## src/fan_adjust_consts.vh

```
// Constants for the zone fan start temperature adjuster
`ifndef FAN_ADJUST_CONSTS_VH
`define FAN_ADJUST_CONSTS_VH

// Register offsets
`define ADJ_CONTROL_ONE_ADDR     8'h0b
`define ADJ_PERIOD_SELECT_ADDR   8'h0c
`define ADJ_STATUS_ADDR          8'h0d
`define ADJ_START_Z1_ADDR        8'h0e
`define ADJ_START_Z2_ADDR        8'h0f
`define ADJ_TARGET_Z1_ADDR       8'h5a
`define ADJ_TARGET_Z2_ADDR       8'h5b
`define ADJ_HYST_ADDR            8'h64

// Reset values
`define ADJ_CONTROL_ONE_RST      8'h00
`define ADJ_PERIOD_SELECT_RST    8'h00
`define ADJ_TARGET_RST           8'ha4
`define ADJ_HYST_RST             8'h40
`define ADJ_START_RST            8'h5a

// Field positions
`define ADJ_EN_Z1_BIT            0
`define ADJ_EN_Z2_BIT            1
`define ADJ_CODE_Z1_LSB          0
`define ADJ_CODE_Z2_LSB          3
`define ADJ_CODE_W               3
`define ADJ_HYST_LSB             4
`define ADJ_HYST_W               4
`define ADJ_PERIOD_MASK          8'h3f
`define ADJ_CONTROL_MASK         8'h03

// Temperature encoding: 8-bit code, offset 64, measured value has 2 fraction bits
`define ADJ_FRAC_W               2
`define ADJ_TEMP_W               10
`define ADJ_START_FLOOR          8'h00
`define ADJ_RISE_DEADBAND        10'h001

// Pass timing in monitoring cycles: short = 8 << code, long = 2 * short
`define ADJ_SHORT_BASE           11'h008
`define ADJ_CNT_W                11

`endif

```

## src/dynamic_fan_threshold_adjust.v

```verilog
// Dynamic fan start temperature adjustment for two remote zones
`timescale 1ns/1ps
`default_nettype none
`include "fan_adjust_consts.vh"

// Overview of operation
// - Temperature below low limit makes the start temperature eligible for raising.
// - Temperature below low limit sets a sticky error flag and alert.
// - Temperature above high limit sets a sticky error flag and alert.
// - Decrease pass every n monitoring cycles, increase pass every 2n.
// - Period codes: zone 1 in bits 2:0, zone 2 in bits 5:3.
// - Short period is 8 shifted by code; long period is twice that.
// - Above target minus hysteresis, lower start by 2 per degree of rise.
// - Rise of a quarter degree or less leaves start unchanged on decrease pass.
// - Above target, each long pass lowers start by one more degree.
// - Between target minus hysteresis and target, long pass adds no decrement; it may still raise below low limit.
// - Between low limit and target minus hysteresis, start is held.
// - Raise only if below low, start below high and target, temp above start.
// - A raise never takes the adjusted start above the zone high limit.
// - Adjusted start never goes below minus 64 degrees.
// - Below the start temperature, adjustment for that zone is suspended.
// - Control one bits 1:0 switch adjustment per zone.
// - Bit 0 is zone 1, bit 1 zone 2; zero leaves start unadjusted.
// - Each zone has an 8-bit target, one degree steps, reset 100 degrees.
// - Hysteresis field in bits 7:4, reset 4 degrees.
module dynamic_fan_threshold_adjust
(
  // Clock and reset
  input  wire                        clock,
  input  wire                        rst,
  // Register port
  input  wire                        reg_wr,
  input  wire                        reg_rd,
  input  wire [7:0]                  reg_addr,
  input  wire [7:0]                  reg_wdata,
  output reg  [7:0]                  reg_rdata,
  // Monitoring timebase and measurements, zone 2 in upper half
  input  wire                        monitor_tick,
  input  wire [2*`ADJ_TEMP_W-1:0]    zone_temperature,
  input  wire [15:0]                 zone_low_limit,
  input  wire [15:0]                 zone_high_limit,
  // Results, zone 2 in upper half
  output wire [15:0]                 fan_start_temperature,
  output wire [3:0]                  limit_error_flags,
  output wire                        limit_alert
);

  reg  [7:0] control_one_r;
  reg  [7:0] period_select_r;
  reg  [7:0] hyst_r;
  reg  [3:0] status_r;
  wire [3:0] status_set;
  wire [3:0] status_clr;
  wire [7:0] target_bus [0:1];
  wire [7:0] start_bus  [0:1];

  assign status_clr            = (reg_rd && reg_addr == `ADJ_STATUS_ADDR) ? 4'hf : 4'h0;
  assign limit_error_flags     = status_r;
  assign limit_alert           = |status_r;
  assign fan_start_temperature = {start_bus[1], start_bus[0]};

  // Shared control registers
  always @(posedge clock)
  begin
    if (rst)
    begin
      control_one_r   <= `ADJ_CONTROL_ONE_RST;
      period_select_r <= `ADJ_PERIOD_SELECT_RST;
      hyst_r          <= `ADJ_HYST_RST;
    end
    else if (reg_wr)
    begin
      case (reg_addr)
        `ADJ_CONTROL_ONE_ADDR:
          control_one_r <= reg_wdata & `ADJ_CONTROL_MASK;
        `ADJ_PERIOD_SELECT_ADDR:
          period_select_r <= reg_wdata & `ADJ_PERIOD_MASK;
        `ADJ_HYST_ADDR:
          hyst_r <= reg_wdata;
        default:
          hyst_r <= hyst_r;
      endcase
    end
  end

  // Sticky limit flags; a new event in the clearing read wins
  always @(posedge clock)
  begin
    if (rst)
      status_r <= 4'h0;
    else
      status_r <= (status_r & ~status_clr) | status_set;
  end

  // Read data, registered
  always @(posedge clock)
  begin
    if (rst)
      reg_rdata <= 8'h00;
    else if (reg_rd)
    begin
      case (reg_addr)
        `ADJ_CONTROL_ONE_ADDR:   reg_rdata <= control_one_r;
        `ADJ_PERIOD_SELECT_ADDR: reg_rdata <= period_select_r;
        `ADJ_STATUS_ADDR:        reg_rdata <= {4'h0, status_r};
        `ADJ_START_Z1_ADDR:      reg_rdata <= start_bus[0];
        `ADJ_START_Z2_ADDR:      reg_rdata <= start_bus[1];
        `ADJ_TARGET_Z1_ADDR:     reg_rdata <= target_bus[0];
        `ADJ_TARGET_Z2_ADDR:     reg_rdata <= target_bus[1];
        `ADJ_HYST_ADDR:          reg_rdata <= hyst_r;
        default:                 reg_rdata <= 8'h00;
      endcase
    end
  end

  genvar z;
  generate
    for (z = 0; z < 2; z = z + 1)
    begin : zone
      wire                    short_pass;
      wire                    long_pass;
      wire [`ADJ_TEMP_W-1:0]  temp;
      wire [7:0]              low_lim;
      wire [7:0]              high_lim;
      wire [`ADJ_TEMP_W-1:0]  low_q;
      wire [`ADJ_TEMP_W-1:0]  high_q;
      wire [`ADJ_TEMP_W-1:0]  target_q;
      wire [`ADJ_TEMP_W-1:0]  start_q;
      wire [`ADJ_TEMP_W-1:0]  hyst_q;
      wire [`ADJ_TEMP_W-1:0]  band_q;
      wire [`ADJ_TEMP_W-1:0]  diff;
      wire                    enabled;
      wire                    below_low;
      wire                    above_high;
      wire                    above_band;
      wire                    above_target;
      wire                    active;
      wire                    may_raise;
      wire [8:0]              short_dec;
      wire [8:0]              total_dec;
      wire [8:0]              lowered;
      wire [8:0]              raised;
      wire [7:0]              adjusted;
      wire [7:0]              start_addr;
      wire [7:0]              target_addr;
      reg  [`ADJ_TEMP_W-1:0]  prev_temp_r;
      reg  [`ADJ_TEMP_W-1:0]  rise_r;
      reg  [7:0]              target_r;
      reg  [7:0]              start_r;

      zone_pass_timer timer
      (
        .clock        (clock),
        .rst          (rst),
        .monitor_tick (monitor_tick),
        .period_code  (period_select_r[z*`ADJ_CODE_W +: `ADJ_CODE_W]),
        .short_pass   (short_pass),
        .long_pass    (long_pass)
      );

      assign temp        = zone_temperature[z*`ADJ_TEMP_W +: `ADJ_TEMP_W];
      assign low_lim     = zone_low_limit[z*8 +: 8];
      assign high_lim    = zone_high_limit[z*8 +: 8];
      assign low_q       = {low_lim, {`ADJ_FRAC_W{1'b0}}};
      assign high_q      = {high_lim, {`ADJ_FRAC_W{1'b0}}};
      assign target_q    = {target_r, {`ADJ_FRAC_W{1'b0}}};
      assign start_q     = {start_r, {`ADJ_FRAC_W{1'b0}}};
      assign hyst_q      = {{(`ADJ_TEMP_W-`ADJ_HYST_W-`ADJ_FRAC_W){1'b0}},
                            hyst_r[`ADJ_HYST_LSB +: `ADJ_HYST_W], {`ADJ_FRAC_W{1'b0}}};
      // Target below hysteresis saturates at the bottom of the scale
      assign band_q      = (target_q > hyst_q) ? target_q - hyst_q : {`ADJ_TEMP_W{1'b0}};
      assign start_addr  = (z == 0) ? `ADJ_START_Z1_ADDR : `ADJ_START_Z2_ADDR;
      assign target_addr = (z == 0) ? `ADJ_TARGET_Z1_ADDR : `ADJ_TARGET_Z2_ADDR;

      assign enabled      = control_one_r[z];
      assign below_low    = temp < low_q;
      assign above_high   = temp > high_q;
      assign above_band   = temp > band_q;
      assign above_target = temp > target_q;
      assign active       = enabled && (temp >= start_q);
      assign may_raise    = below_low && (start_r < high_lim) &&
                            (start_r < target_r) && (temp > start_q);

      // Rise in quarter degrees: two degrees per degree of rise is rise/2
      assign short_dec = (above_band && rise_r > `ADJ_RISE_DEADBAND)
                         ? {1'b0, rise_r[8:1]} : 9'h000;
      assign total_dec = short_dec + {8'h00, long_pass && above_target};
      assign lowered   = ({1'b0, start_r} > total_dec)
                         ? {1'b0, start_r} - total_dec
                         : {1'b0, `ADJ_START_FLOOR};
      assign raised    = {1'b0, start_r} + 9'h001;

      // A raise needs total_dec of zero, so a decrease in the same pass wins over it
      assign adjusted = (long_pass && may_raise && total_dec == 9'h000)
                        ? ((raised[7:0] > high_lim) ? high_lim : raised[7:0])
                        : lowered[7:0];

      assign status_set[2*z]     = monitor_tick && below_low;
      assign status_set[2*z + 1] = monitor_tick && above_high;
      assign target_bus[z]       = target_r;
      assign start_bus[z]        = start_r;

      // Rise since the previous monitoring sample, falls clamp to zero
      always @(posedge clock)
      begin
        if (rst)
        begin
          prev_temp_r <= {`ADJ_TEMP_W{1'b0}};
          rise_r      <= {`ADJ_TEMP_W{1'b0}};
        end
        else if (monitor_tick)
        begin
          prev_temp_r <= temp;
          rise_r      <= (temp > prev_temp_r) ? temp - prev_temp_r
                                              : {`ADJ_TEMP_W{1'b0}};
        end
      end

      // Target register
      always @(posedge clock)
      begin
        if (rst)
          target_r <= `ADJ_TARGET_RST;
        else if (reg_wr && reg_addr == target_addr)
          target_r <= reg_wdata;
      end

      // Start temperature: software write wins over a pass in the same cycle
      always @(posedge clock)
      begin
        if (rst)
          start_r <= `ADJ_START_RST;
        else if (reg_wr && reg_addr == start_addr)
          start_r <= reg_wdata;
        else if (short_pass && active)
          start_r <= adjusted;
      end
    end
  endgenerate

endmodule
`default_nettype wire

```

## src/zone_pass_timer.v

```verilog
// Short and long pass strobes for one zone, counted in monitoring cycles
`timescale 1ns/1ps
`default_nettype none
`include "fan_adjust_consts.vh"

module zone_pass_timer
(
  // Clock and reset
  input  wire                     clock,
  input  wire                     rst,
  // Timebase and period code
  input  wire                     monitor_tick,
  input  wire [`ADJ_CODE_W-1:0]   period_code,
  // Pass strobes
  output reg                      short_pass,
  output reg                      long_pass
);

  reg  [`ADJ_CNT_W-1:0] tick_cnt_r;
  reg                   half_r;
  wire [`ADJ_CNT_W-1:0] short_len;
  wire                  period_done;

  assign short_len   = `ADJ_SHORT_BASE << period_code;
  // Comparing with >= lets a shorter code take effect at once
  assign period_done = (tick_cnt_r + 11'h001) >= short_len;

  always @(posedge clock)
  begin
    if (rst)
    begin
      tick_cnt_r <= {`ADJ_CNT_W{1'b0}};
      half_r     <= 1'b0;
      short_pass <= 1'b0;
      long_pass  <= 1'b0;
    end
    else
    begin
      short_pass <= 1'b0;
      long_pass  <= 1'b0;
      if (monitor_tick)
      begin
        if (period_done)
        begin
          tick_cnt_r <= {`ADJ_CNT_W{1'b0}};
          half_r     <= ~half_r;
          short_pass <= 1'b1;
          long_pass  <= half_r;
        end
        else
        begin
          tick_cnt_r <= tick_cnt_r + 11'h001;
        end
      end
    end
  end

endmodule
`default_nettype wire

```

## config.mk

```make
export PLATFORM = sky130hd
export DESIGN_NAME = dynamic_fan_threshold_adjust
export DESIGN_NICKNAME = d
export VERILOG_FILES = /design/src/dynamic_fan_threshold_adjust.v /design/src/zone_pass_timer.v
export VERILOG_INCLUDE_DIRS = /design/src /design/src/src
export SDC_FILE = /design/constraint.sdc
export NUM_CORES = 1
export LEC_CHECK = 0
export BUFFER_PORTS_ARGS = -buffer_cell sky130_fd_sc_hd__buf_4
export CORE_ASPECT_RATIO = 1.4
export CORE_MARGIN = 5
export CORE_UTILIZATION = 45
export DETAILED_ROUTE_END_ITERATION = 10
export GPL_TIMING_DRIVEN = 1
export PLACE_DENSITY = 0.67
export SKIP_CTS_REPAIR_TIMING = 1
export SLEW_MARGIN = 20
export SYNTH_ARGS = -nofsm -noshare
export SYNTH_HDL_FRONTEND = slang
export SYNTH_SLANG_ARGS = --single-unit
export TNS_END_PERCENT = 1
```

## constraint.sdc

```tcl
create_clock -name clock -period 6.6 [get_ports clock]
set_clock_uncertainty 0.1 [all_clocks]
set_input_delay 1.32 -clock clock [delete_from_list [all_inputs] [get_ports clock]]
set_output_delay 1.32 -clock clock [all_outputs]
set_load 0.1 [all_outputs]
```

Word level (Yosys, flattened, before mapping)
Cells that the tools add are included.

Register bits after elaboration: 128. Input bits: 73. Logic and storage cells: 141. ROM bits: 0. Output and inout port bits: 29. Memory bits (writable): 0. Latch bits: 0. Memories: 0.

Multipliers: 0. Reduce and logical (&&, ||, !) cells: 40. Equality and inequality tests: 8. Shifts and indexed selects: 2. Add/subtract/negate cells: 12. Bitwise logic cells: 8. Magnitude comparators: 28. Div/mod/pow operators: 0. Multiplexer cells: 22.

Operator list (number): 10-bit greater-than comparator (10); 8-bit two-way mux (12); 8-bit one-hot mux with 8 select lines (1); 8-bit by 4-bit equality test with 1-bit output, second input constant (5); 10-bit two-way mux (4); 8-bit less-than comparator (4); 1-bit logical AND (27); 8-bit by 7-bit equality test with 1-bit output, second input constant (3); 11-bit by 1-bit adder with 11-bit output, second input constant (2); 11-bit greater-or-equal comparator (2); 11-bit two-way mux (2); 4-bit by 3-bit << shifter with 11-bit output, first input constant (2); 10-bit greater-or-equal comparator (2); 10-bit by 1-bit greater-than comparator with 1-bit output, second input constant (2); 10-bit by 6-bit greater-than comparator with 1-bit output (2); 10-bit less-than comparator (2); 10-bit subtractor (2); 10-bit by 6-bit subtractor with 10-bit output (2); 8-bit by 1-bit adder with 9-bit output (2); 8-bit by 9-bit greater-than comparator with 1-bit output (2); 9-bit zero test (2); 8-bit by 1-bit adder with 8-bit output, second input constant (2); 8-bit greater-than comparator (2); 8-bit subtractor (2); 11 further kinds (22).

Longest topological paths before layout
Depth after elaboration: 11. Gate-level depth with buffers: 31. Depth with buffers taken out: 31.

By module
A second synthesis with hierarchy kept.

Cells, all modules: 1570. Area, all modules: 12321.8 um^2.

Modules (own cells, without submodules): dynamic_fan_threshold_adjust (area each 10391.2 um^2, seq. area each 1961.9 um^2, times used 1, cells each 1337); zone_pass_timer (zone[1].timer) (area each 1004.7 um^2, seq. area each 280.3 um^2, times used 1, cells each 118); zone_pass_timer (zone[0].timer) (area each 925.9 um^2, seq. area each 280.3 um^2, times used 1, cells each 115).

Least setup slack after synthesis
Ideal clock, no wire load.

Kind: register -> register. Start point: register hyst_r[5]. End point: register zone[0].start_r[6]. Period minus slack after synthesis: 5.928 ns. Library setup time: 0.079 ns. Data required time: 6.421 ns. Path slack: 0.672 ns. Buffers on the path: 0. Cell stages (with the launch flop): 30. Data arrival time: 5.749 ns. Cell sequence: dfxtp_1 -> inv_1 -> ha_1 -> nor2b_1 -> o21ai_0 -> nand2b_1 -> a211o_1 -> nor3_1 -> xnor2_1 -> nand2_1 -> ha_1 -> nand4_1 -> nor4_1 -> nor2_1 -> and2_1 -> ha_1 -> ha_1 -> xnor2_1 -> inv_1 -> ha_1 -> nand2_1 -> o21ai_0 -> nand2b_1 -> maj3_1 -> o221ai_1 -> a21oi_2 -> o21ai_1 -> a21boi_4 -> or4b_1 -> o211ai_1.

Word-level cells in the longest chain between the ends: 11. Elaborated cells between the ends (all ways): 15. Those cells by class: 3 x add/sub; 3 x order compare; 6 x mux; 3 x reduce/logical.

RTL lines: from (decl) (line dynamic_fan_threshold_adjust.v:50) `reg [7:0] hyst_r;`; from (signal assigned) (line dynamic_fan_threshold_adjust.v:69) `` hyst_r <= `ADJ_HYST_RST; ``; from (signal assigned) (line dynamic_fan_threshold_adjust.v:79) `hyst_r <= reg_wdata;`; from (signal assigned) (line dynamic_fan_threshold_adjust.v:81) `hyst_r <= hyst_r;`; 10-bit by 6-bit subtractor with 10-bit output / 10-bit by 6-bit greater-than comparator with 1-bit output (equally long branches) (line dynamic_fan_threshold_adjust.v:171) `` assign band_q = (target_q > hyst_q) ? target_q - hyst_q : {`ADJ_TEMP_W{1'b0}}; ``; 10-bit two-way mux (*) (line dynamic_fan_threshold_adjust.v:171); 10-bit greater-than comparator (*) (line dynamic_fan_threshold_adjust.v:178) `assign above_band = temp > band_q;`; 1-bit logical AND (no line) (*); 8-bit two-way mux (*) (line dynamic_fan_threshold_adjust.v:185) `` assign short_dec = (above_band && rise_r > `ADJ_RISE_DEADBAND) ``; 8-bit by 1-bit adder with 9-bit output (*) (line dynamic_fan_threshold_adjust.v:187) `assign total_dec = short_dec + {8'h00, long_pass && above_target};`; 8-bit subtractor (tied with other cells) (line dynamic_fan_threshold_adjust.v:189) `? {1'b0, start_r} - total_dec`; 8-bit two-way mux / 1-bit logical AND (equally long branches) (line dynamic_fan_threshold_adjust.v:188, dynamic_fan_threshold_adjust.v:194); 8-bit two-way mux (*) (line dynamic_fan_threshold_adjust.v:195) `? ((raised[7:0] > high_lim) ? high_lim : raised[7:0])`; 8-bit two-way mux (*) (line dynamic_fan_threshold_adjust.v:235) `else if (short_pass && active)`; 8-bit two-way mux (*) (line dynamic_fan_threshold_adjust.v:233) `else if (reg_wr && reg_addr == start_addr)`; to (signal assigned) (line dynamic_fan_threshold_adjust.v:232) `` start_r <= `ADJ_START_RST; ``; to (signal assigned) (line dynamic_fan_threshold_adjust.v:234) `start_r <= reg_wdata;`; to (signal assigned) (line dynamic_fan_threshold_adjust.v:236) `start_r <= adjusted;`; to (decl) (line dynamic_fan_threshold_adjust.v:149) `reg [7:0] start_r;`.

Mark *: on every way between the ends. The rest lies on a longest branch, timed or not. The select of a mux whose other input is x is not followed. A chain may end at the register's enable or synchronous reset.

Worst setup path in the final report
Start point: register hyst_r[5]. End point: register zone[1].start_r[2].

Word-level cells in the longest chain between the ends: 11. Elaborated cells between the ends (all ways): 15. Those cells by class: 3 x add/sub; 3 x order compare; 6 x mux; 3 x reduce/logical.

RTL lines (line): 10-bit by 6-bit subtractor with 10-bit output / 10-bit by 6-bit greater-than comparator with 1-bit output (equally long branches) (dynamic_fan_threshold_adjust.v:171); 10-bit two-way mux (*) (dynamic_fan_threshold_adjust.v:171); 10-bit greater-than comparator (*) (dynamic_fan_threshold_adjust.v:178); 1-bit logical AND (no line) (*); 8-bit two-way mux (*) (dynamic_fan_threshold_adjust.v:185); 8-bit by 1-bit adder with 9-bit output (*) (dynamic_fan_threshold_adjust.v:187); 8-bit subtractor (tied with other cells) (dynamic_fan_threshold_adjust.v:189); 8-bit two-way mux / 1-bit logical AND (equally long branches) (dynamic_fan_threshold_adjust.v:188, dynamic_fan_threshold_adjust.v:194); 8-bit two-way mux (*) (dynamic_fan_threshold_adjust.v:195); 8-bit two-way mux (*) (dynamic_fan_threshold_adjust.v:235); 8-bit two-way mux (*) (dynamic_fan_threshold_adjust.v:233); to (signal assigned) (dynamic_fan_threshold_adjust.v:232); to (signal assigned) (dynamic_fan_threshold_adjust.v:234); to (signal assigned) (dynamic_fan_threshold_adjust.v:236); to (decl) (dynamic_fan_threshold_adjust.v:149).

Marked as above.

==> flow_summary.ini <==
[setup_path]
crit_top_cell = ha_1
max_stage_delay_ns = 0.39
critical_path_class = flip-flop to flip-flop
critPathSlowestCell = a2111oi_0
end_kind = flip-flop
critical_path.max_fanout = 6
worstPathArrival_ns = 6.33
required_ns = 6.76
startpoint_type = flip-flop

[place]
place_congestion = 0.982
dp_hpwl_mm = 30.0
io_buffers = 101

[finish]
drive_gt1_share_pct = 11.5
n_antenna_cell = 0
fillers = 2600
final_core_util_pct = 51.9
area_delta_synth_final_pct = 14.9
multiInputGateArea_um2 = 8920
register_area_um2 = 2520
fin_nets = 1868

[grt]
grt_pass1_vias = 11500
met1_usage_pct = 29.0
busiest_layer = met2
overflow = 0
grtUsageMet3_pct = 3.87
grt_max_degree = 79
antenna_found_initial = 0
grtUsageMet2_pct = 45.8
grtUsageTotal_pct = 25.8
grt_pass1_wl_mm = 61.5

[timing]
fmax_mhz = 162
layout_min_cycle_time_ns = 6.17
tightest_slew_ns = 0.928
period_share_pct = 93.5
holdWs_ns = 0.357
hold_viol_final = 0
setup_violations = 0
maxSlewViolCount = 0
slew_headroom_pct = 37.9

[clocking]
clock-sinks = 126
path_clk_slew_ns = 0.06
clockRootBuffer = clkbuf_16
cts_tree = yes
clockBufferDepth = 2
cts_inserted_buffers = 17
cts_htree_levels = 4
clock_latency_ns = 0.43

[routing]
dr_total_vias = 11800
drt_wl_total_mm = 39.1
drt-vias-per-instance = 6.06
wl_per_cell_um = 20.1
drtAntennaViolNets = 0
dr.pass1.iters = 5
initialDrtViolationCount = 710
drc = 0

[floorplan]
coreArea_um2 = 26700
die_x_um = 148
die_h_um = 204
rows = 71
start_util_pct = 45.2
io_pins = 102
dieArea_um2 = 30200

[synth]
avgSynthCellArea_um2 = 7.89
synth_edf_count = 0
synth_ff_type = dfxtp_1
ys_warn_count = 0
syn_nets = 1789
yosys-top-cells-area = dfxtp_1 (21%), ha_1 (19%), a21oi_1 (4.3%), nand2_1 (4.2%), nor2_1 (4.0%)
ys_seq_area_share_pct = 20.9
yosys.area.top_type = dfxtp_1
synthArstFlopShare_pct = 0
syn_inst = 1526
ys_ff_latch = 126
synth_top_cell_area_share_pct = 20.9
synth.cell_area_um2 = 12000
yosysUniqueCellTypes = 84

[power]
p_per_area_nw_per_um2 = 168
power_mw = 2.33
p_leak_nw = 6.03
vdd.ir_drop.worst_uv = 168

[hold_path]
min_path_type = flip-flop to flip-flop

[outcome]
status = complete, no violations

[job]
max_cap_viol_count = 0
==> worst paths after layout <==
path / start / endpoint / slack, ns / depth (start not counted)
max: hyst_r[5]$_SDFFE_PP0P_ / zone[1].start_r[2]$_SDFFE_PP0P_ / 0.43 / 29
min: hyst_r[1]$_SDFFE_PP0P_ / hyst_r[1]$_SDFFE_PP0P_ / 0.36 / 2
max reg2reg: hyst_r[5]$_SDFFE_PP0P_ / zone[1].start_r[2]$_SDFFE_PP0P_ / 0.43 / 29
min reg2reg: hyst_r[1]$_SDFFE_PP0P_ / hyst_r[1]$_SDFFE_PP0P_ / 0.36 / 2
==> synth_stat cells (28+ instances only) <==
cell type	n
a21oi_1	103
mux2i_1	42
inv_1	114
nand3_1	74
nand2_1	134
nor3_1	29
dfxtp_1	126
ha_1	184
o21ai_0	65
nand2b_1	30
clkbuf_1	46
nor2_1	127
nor2b_1	28
xnor2_1	50
==> layer usage <==
metal  vias up  part of all wire (%)
met5         -                     0
met4         0                   6.0
met3       119                   5.4
met2       420                    50
met1      5567                    39
li1       5688                     -
==> cell type report <==
| type | count | share of cell area, % |
|---|---|---|
| Multi-Input combinational cell | 1225 | 64.4 |
| Sequential cell | 126 | 18.2 |
| Timing Repair Buffer | 118 | 6.40 |
| Clock buffer | 21 | 3.47 |
| Inverter | 117 | 3.17 |
| Tap cell | 328 | 2.97 |
| Clock inverter | 10 | 1.33 |
==> cells by family after synthesis <==
| family | count (synthesis) | share of synthesized area (%) |
|---|---|---|
| mux | 46 | 4.24 |
| xor+xnor | 78 | 5.91 |
| fa+ha+maj | 192 | 20.3 |
| buf+inv | 175 | 5.57 |
| compound gates | 372 | 21.0 |
| simple gates | 537 | 22.1 |
| flops | 126 | 20.9 |
==> where the power goes <==
part           internal (mW)  switching (mW)  total (mW)  leakage, nW
Clock                  0.707           0.355        1.06        0.321
Sequential             0.783          0.0275       0.810         1.02
Combinational          0.179           0.279       0.459         4.69
==> state kept, by name, indices dropped and copies added (netlist names) <==
register               flops
control_one_r              2
hyst_r                     8
limit_error_flags          4
period_select_r            6
reg_rdata                  8
zone.prev_temp_r          20
zone.rise_r               18
zone.start_r              16
zone.target_r             16
zone.timer.half_r          2
zone.timer.long_pass       2
zone.timer.short_pass      2
zone.timer.tick_cnt_r     22
==> per-stage QoR <==
stage	setup WS [ns]	TNS, ns	cells	instance area (um^2)
final	0.427	0	1945	13800
after global routing	-0.0380	-0.0669	1945	13800
after CTS	0.200	0	1945	13800
after detailed placement	0.337	0	1914	13100
after global placement	0.401	0	1914	13100
after floorplan	0.672	0	1526	12000
==> layout by cell type, fill, tap and decap left out, types with 25 or more instances in the layout <==
cell      count
a21oi_1     102
and3_1       25
buf_4       118
dfxtp_1     126
ha_1        184
inv_1       114
mux2i_1      42
nand2_1     134
nand2b_1     30
nand3_1      74
nor2_1      124
nor2b_1      28
nor3_1       29
o21ai_0      63
xnor2_1      49
==> critical path, delay by kind of cell (launching register included) <==
family | cells | cell delay [ns]
AO/OA/AOI/OAI | 12 | 2.37
buffers and inverters | 1 | 0.06
adder cells (fa/ha/maj) | 5 | 1.43
AND/OR/NAND/NOR | 9 | 1.39
XOR/XNOR | 2 | 0.33
flip-flops | 1 | 0.32
No activity file was read; power rests on OpenSTA's default activity.
